===== config.mk =====
export PLATFORM = sky130hd
export DESIGN_NAME = crosspoint_parallel_loader
export DESIGN_NICKNAME = d
export VERILOG_FILES = /design/src/rtl/crosspoint_parallel_loader.v /design/src/rtl/rise_det.v /design/src/rtl/sync2.v
export VERILOG_INCLUDE_DIRS = /design/src /design/src/rtl
export SDC_FILE = /design/constraint.sdc
export NUM_CORES = 1
export LEC_CHECK = 0
export ABC_AREA = 1
export BUFFER_PORTS_ARGS = -buffer_cell sky130_fd_sc_hd__buf_2
export CORE_ASPECT_RATIO = 1.75
export CORE_MARGIN = 10
export CORE_UTILIZATION = 55
export DETAILED_ROUTE_END_ITERATION = 10
export GPL_ROUTABILITY_DRIVEN = 0
export PLACE_DENSITY = 0.79
export SETUP_SLACK_MARGIN = 0.15
export SLEW_MARGIN = 20
export SYNTH_ARGS = -nofsm -noshare
export SYNTH_HDL_FRONTEND = slang
export SYNTH_SLANG_ARGS = --single-unit

===== constraint.sdc =====
create_clock -name pclk -period 2.45 [get_ports pclk]
set_input_delay 0.49 -clock pclk [delete_from_list [all_inputs] [get_ports pclk]]
set_output_delay 0.49 -clock pclk [all_outputs]
set_load 0.02 [all_outputs]

===== src/rtl/xpt_regs.vh =====
// Constants for the crosspoint parallel loader
// What this block does
// RULE1: Seven data lines plus write and transfer strobes
// RULE2: Write strobe rise captures word into first rank
// RULE3: Transfer rise copies first rank to second
// RULE4: Each route or ground word (codes 0-8) changes exactly one output entry
// RULE5: Host writes several words, then one transfer
// RULE6: Host drives chip enables and load lines
// RULE7: Word is buffer times sixteen plus code
// RULE8: Codes route, ground, enable, disable, soft transfer
// RULE9: Level mode: second rank follows while strobe low
// RULE10: Write strobe gated by both chip enables (code: chip_en gates only with ctrl bit 3 clear, chip_en_n only with bit 4 set)
// RULE11: All buffers disabled after reset
// RULE12: Serial-only codes ignored in parallel mode
`ifndef XPT_REGS_VH
`define XPT_REGS_VH
`define XPT_CTRL_OFF 12'h000
`define XPT_STAT_OFF 12'h004
`define XPT_ROUTE_OFF 12'h008
`define XPT_SHADOW_OFF 12'h00c
`define XPT_CTRL_WR_BIT 0
`define XPT_CTRL_LATCH_BIT 1
`define XPT_CTRL_EDGE_BIT 2
`define XPT_CTRL_CE_BIT 3
`define XPT_CTRL_CEN_BIT 4
`define XPT_CTRL_RST 8'h0d
`define XPT_CODE_GND 4'h8
`define XPT_CODE_SER_A 4'h9
`define XPT_CODE_SER_B 4'ha
`define XPT_CODE_OFF1 4'hb
`define XPT_CODE_ON1 4'hc
`define XPT_CODE_OFFALL 4'hd
`define XPT_CODE_ONALL 4'he
`define XPT_CODE_SOFTLAT 4'hf
`define XPT_SEL_RST 4'h8
`endif


===== src/rtl/crosspoint_parallel_loader.v =====
// Crosspoint parallel loader: pins, two register ranks, APB view
`timescale 1ns/1ps
`include "xpt_regs.vh"
module crosspoint_parallel_loader (
	// APB
	input wire pclk,
	input wire presetn,
	input wire psel,
	input wire penable,
	input wire pwrite,
	input wire [11:0] paddr,
	input wire [31:0] pwdata,
	output reg [31:0] prdata,
	output wire pready,
	output wire pslverr,
	// Parallel pins
	input wire interface_mode_select,
	input wire [2:0] output_buffer_select,
	input wire [3:0] input_or_command_code,
	input wire wr_strobe,
	input wire latch_strobe,
	input wire edge_level_sel,
	input wire chip_en,
	input wire chip_en_n,
	// Switch state
	output reg [31:0] route_out,
	output reg [7:0] buf_on_out
);
	wire mode_s;
	wire wr_s;
	wire lat_s;
	wire edge_s;
	wire ce_s;
	wire cen_s;
	wire [2:0] sel_s;
	wire [3:0] code_s;
	wire [6:0] word_s;
	wire wr_pin_rise, lat_pin_rise, lat_pin_low;
	wire wr_gate, wr_rise, lat_rise, lat_low;
	wire apb_wr, apb_rd;
	reg [7:0] ctrl_r;
	reg [3:0] rank1_r [0:7];
	reg [3:0] rank2_r [0:7];
	reg [7:0] bon_r;
	reg [7:0] bon_nxt;
	reg soft_lat_r;
	reg [7:0] wr_count_r;
	reg [31:0] rank1_flat;
	reg [31:0] rank2_flat;
	wire [6:0] word_pin;
	wire wr_act;
	wire lat_fire;
	reg store_en;
	reg soft_req;
	reg off_one;
	reg on_one;
	reg off_all;
	reg on_all;
	integer i;
	integer j;
	integer k;

	// Every pin passes two flops before use
	sync2 u_s_mode (.pclk(pclk), .presetn(presetn), .d(interface_mode_select), .q(mode_s));
	sync2 u_s_wr (.pclk(pclk), .presetn(presetn), .d(wr_strobe), .q(wr_s));
	sync2 u_s_lat (.pclk(pclk), .presetn(presetn), .d(latch_strobe), .q(lat_s));
	sync2 u_s_edge (.pclk(pclk), .presetn(presetn), .d(edge_level_sel), .q(edge_s));
	sync2 u_s_ce (.pclk(pclk), .presetn(presetn), .d(chip_en), .q(ce_s));
	sync2 u_s_cen (.pclk(pclk), .presetn(presetn), .d(chip_en_n), .q(cen_s));
	assign word_pin = {output_buffer_select, input_or_command_code}; // RULE1
	genvar g;
	generate
		for (g = 0; g < 7; g = g + 1)
		begin : g_dat
			sync2 u_s_d (.pclk(pclk), .presetn(presetn),
				.d(word_pin[g]), .q(word_s[g]));
		end
	endgenerate
	assign code_s = word_s[3:0]; // RULE7
	assign sel_s = word_s[6:4]; // RULE1

	// Software can also drive the strobes and chip_en, ORed with the pins; chip_en_n gates only while its control bit is set
	assign wr_gate = (wr_s | ctrl_r[`XPT_CTRL_WR_BIT]) & (ce_s | ctrl_r[`XPT_CTRL_CE_BIT])
		& ~(cen_s & ctrl_r[`XPT_CTRL_CEN_BIT]); // RULE10
	rise_det u_wr (.pclk(pclk), .presetn(presetn), .lvl(wr_gate), .rise(wr_rise), .low());
	rise_det u_lat (.pclk(pclk), .presetn(presetn),
		.lvl(lat_s | ctrl_r[`XPT_CTRL_LATCH_BIT]), .rise(lat_rise), .low(lat_low));
	assign wr_pin_rise = wr_rise;
	assign lat_pin_rise = lat_rise;
	assign lat_pin_low = lat_low;

	// APB: zero wait states, unmapped offsets read zero without error
	assign pready = 1'b1;
	assign pslverr = 1'b0;
	assign apb_wr = psel & penable & pwrite;
	assign apb_rd = psel & ~penable & ~pwrite;

	always @(posedge pclk or negedge presetn)
	begin
		if (!presetn)
			ctrl_r <= `XPT_CTRL_RST;
		else if (apb_wr && paddr == `XPT_CTRL_OFF)
			ctrl_r <= pwdata[7:0];
	end

	always @*
	begin
		rank1_flat = 32'h0;
		rank2_flat = 32'h0;
		for (i = 0; i < 8; i = i + 1)
		begin
			rank1_flat[i*4 +: 4] = rank1_r[i];
			rank2_flat[i*4 +: 4] = rank2_r[i];
		end
	end

	always @(posedge pclk or negedge presetn)
	begin
		if (!presetn)
			prdata <= 32'h0;
		else if (apb_rd)
		begin
			case (paddr)
				`XPT_CTRL_OFF: prdata <= {24'h0, ctrl_r};
				`XPT_STAT_OFF: prdata <= {15'h0, mode_s, wr_count_r, bon_r};
				`XPT_ROUTE_OFF: prdata <= rank2_flat;
				`XPT_SHADOW_OFF: prdata <= rank1_flat;
				default: prdata <= 32'h0;
			endcase
		end
	end

	// A word acts only in parallel mode; serial mode is not built
	assign wr_act = wr_pin_rise & ~mode_s;
	// Level mode copies on every clock while the strobe is low
	assign lat_fire = (edge_s & lat_pin_rise) | (~edge_s & lat_pin_low) | soft_lat_r; // RULE9

	// Word decode: one flag per action, defaults keep every path assigned
	always @*
	begin
		store_en = 1'b0;
		soft_req = 1'b0;
		off_one = 1'b0;
		on_one = 1'b0;
		off_all = 1'b0;
		on_all = 1'b0;
		case (code_s)
			4'h0:
			begin
				store_en = 1'b1; // RULE8
			end
			4'h1:
			begin
				store_en = 1'b1; // RULE8
			end
			4'h2:
			begin
				store_en = 1'b1; // RULE8
			end
			4'h3:
			begin
				store_en = 1'b1; // RULE8
			end
			4'h4:
			begin
				store_en = 1'b1; // RULE8
			end
			4'h5:
			begin
				store_en = 1'b1; // RULE8
			end
			4'h6:
			begin
				store_en = 1'b1; // RULE8
			end
			4'h7:
			begin
				store_en = 1'b1; // RULE8
			end
			`XPT_CODE_GND:
			begin
				store_en = 1'b1; // RULE8
			end
			`XPT_CODE_SER_A:
			begin
				store_en = 1'b0; // RULE12
			end
			`XPT_CODE_SER_B:
			begin
				store_en = 1'b0; // RULE12
			end
			`XPT_CODE_OFF1:
			begin
				off_one = 1'b1; // RULE8
			end
			`XPT_CODE_ON1:
			begin
				on_one = 1'b1; // RULE8
			end
			`XPT_CODE_OFFALL:
			begin
				off_all = 1'b1; // RULE8
			end
			`XPT_CODE_ONALL:
			begin
				on_all = 1'b1; // RULE8
			end
			`XPT_CODE_SOFTLAT:
			begin
				soft_req = 1'b1; // RULE8
			end
			default:
			begin
				store_en = 1'b0;
			end
		endcase
	end

	// Buffer enables act on the live state, second rank kept
	always @*
	begin
		bon_nxt = bon_r;
		if (wr_act)
		begin
			if (off_all)
				bon_nxt = 8'h00; // RULE8
			else if (on_all)
				bon_nxt = 8'hff; // RULE8
			else if (off_one)
				bon_nxt[sel_s] = 1'b0; // RULE8
			else if (on_one)
				bon_nxt[sel_s] = 1'b1; // RULE8
		end
	end

	always @(posedge pclk or negedge presetn)
	begin
		if (!presetn)
			bon_r <= 8'h00; // RULE11
		else
			bon_r <= bon_nxt;
	end

	// Count of accepted words, readable for software
	always @(posedge pclk or negedge presetn)
	begin
		if (!presetn)
			wr_count_r <= 8'h00;
		else if (wr_act)
			wr_count_r <= wr_count_r + 8'h01;
	end

	// Copy lags the soft-transfer word by a cycle; that word is not stored, so the copy takes earlier words
	always @(posedge pclk or negedge presetn)
	begin
		if (!presetn)
			soft_lat_r <= 1'b0;
		else
			soft_lat_r <= wr_act & soft_req; // RULE8
	end

	// Codes above ground leave the first rank alone
	always @(posedge pclk or negedge presetn)
	begin
		if (!presetn)
		begin
			for (j = 0; j < 8; j = j + 1)
				rank1_r[j] <= `XPT_SEL_RST;
		end
		else if (wr_act && store_en)
			rank1_r[sel_s] <= code_s; // RULE2 RULE4
	end

	// All route outputs switch together from one copy
	always @(posedge pclk or negedge presetn)
	begin
		if (!presetn)
		begin
			for (k = 0; k < 8; k = k + 1)
				rank2_r[k] <= `XPT_SEL_RST;
		end
		else if (lat_fire)
		begin
			// Whole rank at once, never output by output
			for (k = 0; k < 8; k = k + 1)
				rank2_r[k] <= rank1_r[k]; // RULE3
		end
	end

	always @(posedge pclk or negedge presetn)
	begin
		if (!presetn)
		begin
			route_out <= {8{`XPT_SEL_RST}};
			buf_on_out <= 8'h00;
		end
		else
		begin
			route_out <= rank2_flat;
			buf_on_out <= bon_r;
		end
	end
endmodule // crosspoint_parallel_loader


===== src/rtl/rise_det.v =====
// Rising-edge pulse detector on a synchronised level
`timescale 1ns/1ps
module rise_det (
	// Clock and reset
	input wire pclk,
	input wire presetn,
	// Level in, rise pulse and low level out
	input wire lvl,
	output wire rise,
	output wire low
);
	reg prev_r;
	always @(posedge pclk or negedge presetn)
	begin
		// Reset high: a level already up after reset is not taken as an edge
		if (!presetn)
			prev_r <= 1'b1;
		else
			prev_r <= lvl;
	end
	assign rise = lvl & ~prev_r;
	assign low = ~lvl;
endmodule // rise_det


===== src/rtl/sync2.v =====
// Two-stage synchroniser for one pin
`timescale 1ns/1ps
module sync2 (
	// Clock and reset
	input wire pclk,
	input wire presetn,
	// Data
	input wire d,
	output reg q
);
	reg meta_r;
	always @(posedge pclk or negedge presetn)
	begin
		if (!presetn)
		begin
			meta_r <= 1'b0;
			q <= 1'b0;
		end
		else
		begin
			meta_r <= d;
			q <= meta_r;
		end
	end
endmodule // sync2


==> out/metrics.cfg, run 1 <==
[critical_path]
start_kind = flip-flop
cpMostUsedCell = o21ai_0
crit_buf_inv = 1
crit_path_max_incr_delay_ps = 540
slowest_stage = dfstp_2
crit_chain = o21ai_0 -> nor2_1 -> nand2_2 -> inv_1 -> nand3_1 -> nand2_1 -> o21ai_0
critPathMaxFanout = 14
crit_required_ps = 2740
endpoint_kind = flip-flop
crit_family = simple AND/OR/NAND/NOR gates
r2r_slack_ps = 540
crit_arrival_ps = 2200
worstSetupPathType = reg -> reg

[timing]
min_period_over_period_pct = 78.0
setup_viol = 0
tns_ps = 0
max_clock_freq_mhz = 523
rsz0062_at_grt = no
period_needed_ps = 1910
finalClockSkew_ps = 7.65
hold_viol_final = 0
slew_headroom_pct = 47.4
drv_slew = 0
tightest_slew_ps = 787

[global_routing]
grt_start_max_net_pins = 61
grtUsageMet3_pct = 5.78
use_met2_pct = 32.9
grt_busiest_layer = met2
grt_overflow = 0
grt_antenna_before_repair = 0
grt_pass1_vias = 5630
grt_pass1_wl_um = 28000
grt_util_all_layers_pct = 19.2
grtUsageMet1_pct = 21.2

[floorplanning]
coreArea_um2 = 13000
die_w_um = 107
start_util_pct = 56.2
core.rowCount = 55
die_y_um = 172
design.die.area_um2 = 18500
boundaryPins = 136

[clock_network]
cts_root_buffer = clkbuf_16
worst_skew_pair.late_latency_ps = 430
cts_tree = done
hold_buffers = 0
cts_buffers = 17
numClockSinks = 189
htree_levels = 4
post_cts_buffers = 0
clk_path_buf_depth = 2
clkTransAtPathRegs_ps = 70
cts.repair.resized = 0

[final_layout]
drive_above_1_share_pct = 21.5
n_fill_cell = 1018
diodes = 0
area_delta_synth_final_pct = 19.7
final_cells = 1066
nets = 945
post-route-cell-area_um2 = 8740

[synthesis]
synth_area_leaders = dfrtp_1, nand2_1, dfstp_2
synthCells = 766
yosysUniqueCellTypes = 26
yosys.area.top_type = dfrtp_1
synth-edff-count = 0
syn_area_um2 = 7300
async_flop_share_pct = 100
synth.top_cell.area_share_pct = 54.8
synth_nets = 829
synth-seq-area-share_pct = 65.2
avgSynthCellArea_um2 = 9.54
synthFlopType = dfrtp_1
ys_warn_count = 0
synth-seq-cells = 189

[power_and_ir_drop]
ir_worst_vdd_mv = 0.560
leakage_nw = 4.52
p_per_area_nw_per_um2 = 821

[place]
io_buffers = 109
dp_hpwl_um = 11500
place_area_um2 = 8130
place_inst = 1034

[drt]
drt_iter0_drc = 396
postRouteAntennaNets = 0
dr_total_vias = 5570
wl_per_cell_um = 15.7
drcViolationCount = 0
vias_per_cell = 5.23
firstDrtPassIters = 5
totalWireLength_um = 16700

[outcome]
run_status = complete, no violations

[hold_path]
hold_class = in -> async

[run]
max-cap-violations = 0

==> synth_stat cells (all sizes together) (4+ instances only) <==
library cell  count
dfrtp           160
clkbuf           16
o211ai            4
o21ai           105
xor2              5
buf              13
nand2           239
nor2             22
dfstp            29
nand3            86
inv              68
nor3              7
==> per-stage QoR <==
stage / hold slack [ps] / power [mW] / setup slack, ps / utilization (%)
global placement: 332 / 4.41 / 456 / 62.5
global route: 62.7 / 7.51 / 327 / 67.2
CTS: 37.7 / 7.23 / 526 / 67.2
finish: 23.9 / 7.18 / 539 / 67.2
detailed placement: 335 / 4.45 / 285 / 62.5
floorplan: 194 / 4.10 / 826 / -
==> metal layers <==
layer	wire (um)	part of all wire [%]
met1	6320	38
met5	0	0
met3	1260	7.5
met4	457	2.7
met2	8690	52
==> power by group <==
| group | switching (mW) | total (mW) | internal, mW |
|---|---|---|---|
| Combinational | 0.458 | 0.689 | 0.231 |
| Sequential | 0.226 | 3.71 | 3.48 |
| Clock | 1.19 | 2.78 | 1.59 |
| Total | 1.88 | 7.18 | 5.30 |
==> cell families after synthesis <==
family | after synthesis | synth area share (%)
fa+ha+maj | 1 | 0.171
buf+inv | 97 | 5.33
flops | 189 | 65.2
xor+xnor | 7 | 0.839
simple gates | 358 | 20.3
other cells | 2 | 0.103
compound gates | 112 | 8.03
==> layout make-up <==
type	instances	area, um^2	area share, %
clock buffer	20	457	5.22
clock inverter	12	155	1.77
inverter	68	255	2.92
multi-input combinational	480	2170	24.8
sequential	189	4770	54.5
tap	171	214	2.45
timing repair buffer	126	729	8.34
==> sequential cells by signal, indices dropped and copies added, names as in the netlist, 7 cells and up <==
signal,flops
route_out,32
wr_count_r,8
g_dat.u_s_d.meta_r,7
rank2_flat,32
prdata,32
rank1_flat,32
ctrl_r,8
g_dat.u_s_d.q,7
buf_on_out,8
bon_r,8
==> cell usage in the layout (no fill, tap or decap), types with 2 or more instances in the layout <==
cell / count
nand2_1: 238
dfrtp_1: 160
buf_2: 108
o21ai_0: 101
nand3_1: 86
inv_1: 68
dfstp_2: 29
nor2_1: 20
clkbuf_16: 17
buf_4: 13
nor3_1: 7
xor2_1: 5
o211ai_1: 4
inv_6: 4
buf_12: 4
o21ai_1: 3
a21oi_1: 2
xnor2_1: 2
conb_1: 2
bufinv_16: 2
clkinvlp_4: 2
clkbuf_8: 2
clkinv_4: 2
==> worst paths after layout <==
check	startpoint	to	cells past startpoint
worst min register to register	g_dat[0].u_s_d.meta_r	g_dat[0].u_s_d.q	0
worst max-delay path	ctrl_r[0]	rank1_flat[16]	7
max in group asynchronous	presetn	ctrl_r[0]	2
worst max register to register	ctrl_r[0]	rank1_flat[16]	7
worst min-delay path	presetn	g_dat[2].u_s_d.meta_r	1
min in group pclk	input_or_command_code[2]	g_dat[2].u_s_d.meta_r	1
(Power assumes the default switching activity.)
==> run 2, diff against run 1 <==
--- a/config.mk
+++ b/config.mk
@@ -6,14 +6,14 @@
 export SDC_FILE = /design/constraint.sdc
 export NUM_CORES = 1
 export LEC_CHECK = 0
-export ABC_AREA = 1
+export ABC_AREA = 0
 export BUFFER_PORTS_ARGS = -buffer_cell sky130_fd_sc_hd__buf_2
 export CORE_ASPECT_RATIO = 1.75
 export CORE_MARGIN = 10
-export CORE_UTILIZATION = 55
+export CORE_UTILIZATION = 50
 export DETAILED_ROUTE_END_ITERATION = 10
 export GPL_ROUTABILITY_DRIVEN = 0
-export PLACE_DENSITY = 0.79
+export PLACE_DENSITY = 0.76
 export SETUP_SLACK_MARGIN = 0.15
 export SLEW_MARGIN = 20
 export SYNTH_ARGS = -nofsm -noshare
==> constraint.sdc (replaced) <==
create_clock -name pclk -period 1.7 [get_ports pclk]
set_input_delay 0.34 -clock pclk [delete_from_list [all_inputs] [get_ports pclk]]
set_output_delay 0.34 -clock pclk [all_outputs]
set_load 0.02 [all_outputs]
==> run 2 against run 1 <==
Compared with the run above:
- the flow now finishes with violations (setup timing)
- worst setup slack lost 640 ps
- clock skew increased by 1.6 ps
- sequential cell count did not move
- area after synthesis increased by 0.46%
- fmax grew 5.9%
- critical endpoint is now rank2_flat[24]
- largest cell class unchanged
- largest power group unchanged
- highest routed layer unchanged
==> out/metrics.cfg, run 2 <==
[outcome]
run_status = finished with violations
violations = setup timing

[global_routing]
grtUsageMet3_pct = 4.03
grt_pass1_wl_um = 30100
grt_start_max_net_pins = 47
grt_antenna_before_repair = 0
grt_busiest_layer = met2
grt_util_all_layers_pct = 18.7
grt_overflow = 0
grtUsageMet1_pct = 19.3
grt_pass1_vias = 5549
use_met2_pct = 34.2

[floorplanning]
boundaryPins = 136
coreArea_um2 = 14400
die_w_um = 112
start_util_pct = 51.1
design.die.area_um2 = 20100
die_y_um = 180
core.rowCount = 58

[timing]
hold_viol_final = 0
rsz0062_at_grt = yes
fin_ws_ps = -104
period_needed_ps = 1800
drv_slew = 0
fin_hold_ws_ps = 20.5
setup_viol = 60
finalClockSkew_ps = 9.23
max_clock_freq_mhz = 554
min_period_over_period_pct = 106

[critical_path]
crit_arrival_ps = 2110
crit_chain = or2_4 -> a211oi_4 -> buf_6 -> buf_6 -> buf_8 -> mux2_4
r2r_cells = 6
crit_path_max_incr_delay_ps = 440
r2r_start = ctrl_r[1]
cp.depth = 6
r2r_slack_ps = -100
crit_path_start = ctrl_r[1]
critPathMaxFanout = 6
worstSetupPathType = reg -> reg
cpMostUsedCell = buf_6
crit_buf_inv = 3
slowest_stage = dfrtp_2
worst_r2r_endpoint = rank2_flat[24]
start_kind = flip-flop
endpoint_kind = flip-flop
critPathCapture = rank2_flat[24]
crit_family = flip-flops
crit_required_ps = 2000

[place]
place_area_um2 = 8560
dp_slack_ps = -412
io_buffers = 109
dp_hpwl_um = 12700

[drt]
firstDrtPassIters = 5
totalWireLength_um = 19600
drcViolationCount = 0
wl_per_cell_um = 22.4
dr_total_vias = 5062
drt_iter0_drc = 363
vias_per_cell = 5.79
postRouteAntennaNets = 0

[clock_network]
htree_levels = 4
numClockSinks = 189
cts_tree = done
clk_path_buf_depth = 2
cts_buffers = 17
clkTransAtPathRegs_ps = 70
cts_root_buffer = clkbuf_16
worst_skew_pair.late_latency_ps = 420

[synthesis]
synth_area_leaders = dfrtp_1, dfstp_2, mux2_2
synth-edff-count = 0
ys_warn_count = 0
synth-seq-area-share_pct = 64.9
synth_nets = 580
synthCells = 517
synth.top_cell.area_share_pct = 54.6
synth_common_cells = dfrtp_1, mux2_2, o21ai_0
yosys.area.top_type = dfrtp_1
yosysUniqueCellTypes = 53
syn_area_um2 = 7340
synth-seq-cells = 189
synthFlopType = dfrtp_1
avgSynthCellArea_um2 = 14.2
yosysMostFrequentCell = dfrtp_1
async_flop_share_pct = 100

[power_and_ir_drop]
p_per_area_nw_per_um2 = 1130
leakage_nw = 4.76
ir_worst_vdd_mv = 0.593
power.total_mw = 10.9

[final_layout]
area_delta_synth_final_pct = 32.1
post-route-cell-area_um2 = 9690
final_cell_mix = dfrtp_1, buf_2, mux2_4
n_fill_cell = 961
diodes = 0
final_common_cell = dfrtp_1
nets = 745
drive_above_1_share_pct = 52.6

[hold_path]
hold_class = in -> reg

[run]
max-cap-violations = 0

-- run 2: layout make-up --
type | instances | area [um^2] | share of cell area, %
inverters | 2 | 7.51 | 0.0775
well taps | 180 | 225 | 2.32
multi-input cells | 297 | 2780 | 28.7
repair buffers | 175 | 1290 | 13.3
flip-flops and latches | 189 | 4770 | 49.2
clock buffers | 18 | 429 | 4.43
clock inverters | 13 | 191 | 1.98
-- run 2: metrics by stage --
step                      std cells  TNS (ps)  util (%)
final                           874     -3470      67.4
after global routing            874     -6360      67.4
after CTS                       864     -2420      65.8
after detailed placement        822    -13250      59.6
after global placement          822    -10540      59.6
after floorplan                 517     -4380         -
-- run 2: timing repair --
| action | 4_1_cts | 5_1_grt |
|---|---|---|
| gates cloned | 1 | 2 |
| setup buffers | 9 | 8 |
| resized for setup | 48 | 28 |
| pin swaps | 11 | 11 |
| hold buffers | 1 | 1 |
| endpoints found under the hold margin | 34 | 1 |
| endpoints found under the setup margin | 88 | 97 |
-- run 2: how the worst min path moves through the flow --
stage                                 end  cells past startpoint  slack (ps)      startpoint
after global placement      route_out[28]                      1         300         presetn
after global routing       u_s_lat.meta_r                      1         0.4    latch_strobe
final                       u_s_wr.meta_r                      1          20       wr_strobe
after CTS                 u_s_edge.meta_r                      1           8  edge_level_sel
after floorplan                  bon_r[0]                      0          40         presetn
after detailed placement    route_out[28]                      1         310         presetn
-- run 2: cell families after synthesis --
group | synth area share [%]
mux | 16.5
xor+xnor | 0.835
fa+ha+maj | 0.170
compound gates | 7.84
other cells | 0.102
buf+inv | 2.15
flops | 64.9
simple gates | 7.50
-- run 2: worst register-to-register path: cells and delay by family (launching register included) --
kind            cells  cell delay [ps]
buf+inv             3              410
simple gates        1              280
flops               1              440
compound gates      1              250
mux                 1              310
-- run 2: per-layer routing --
metal,up-vias,share of wire [%]
li1,2178,-
met1,2639,35
met2,196,56
met3,49,4.7
met4,0,4.1
met5,-,0
-- run 2: where the power goes --
group          internal [mW]  switching, mW
Sequential              4.99          0.325
Combinational          0.686          0.735
Clock                   2.47           1.72
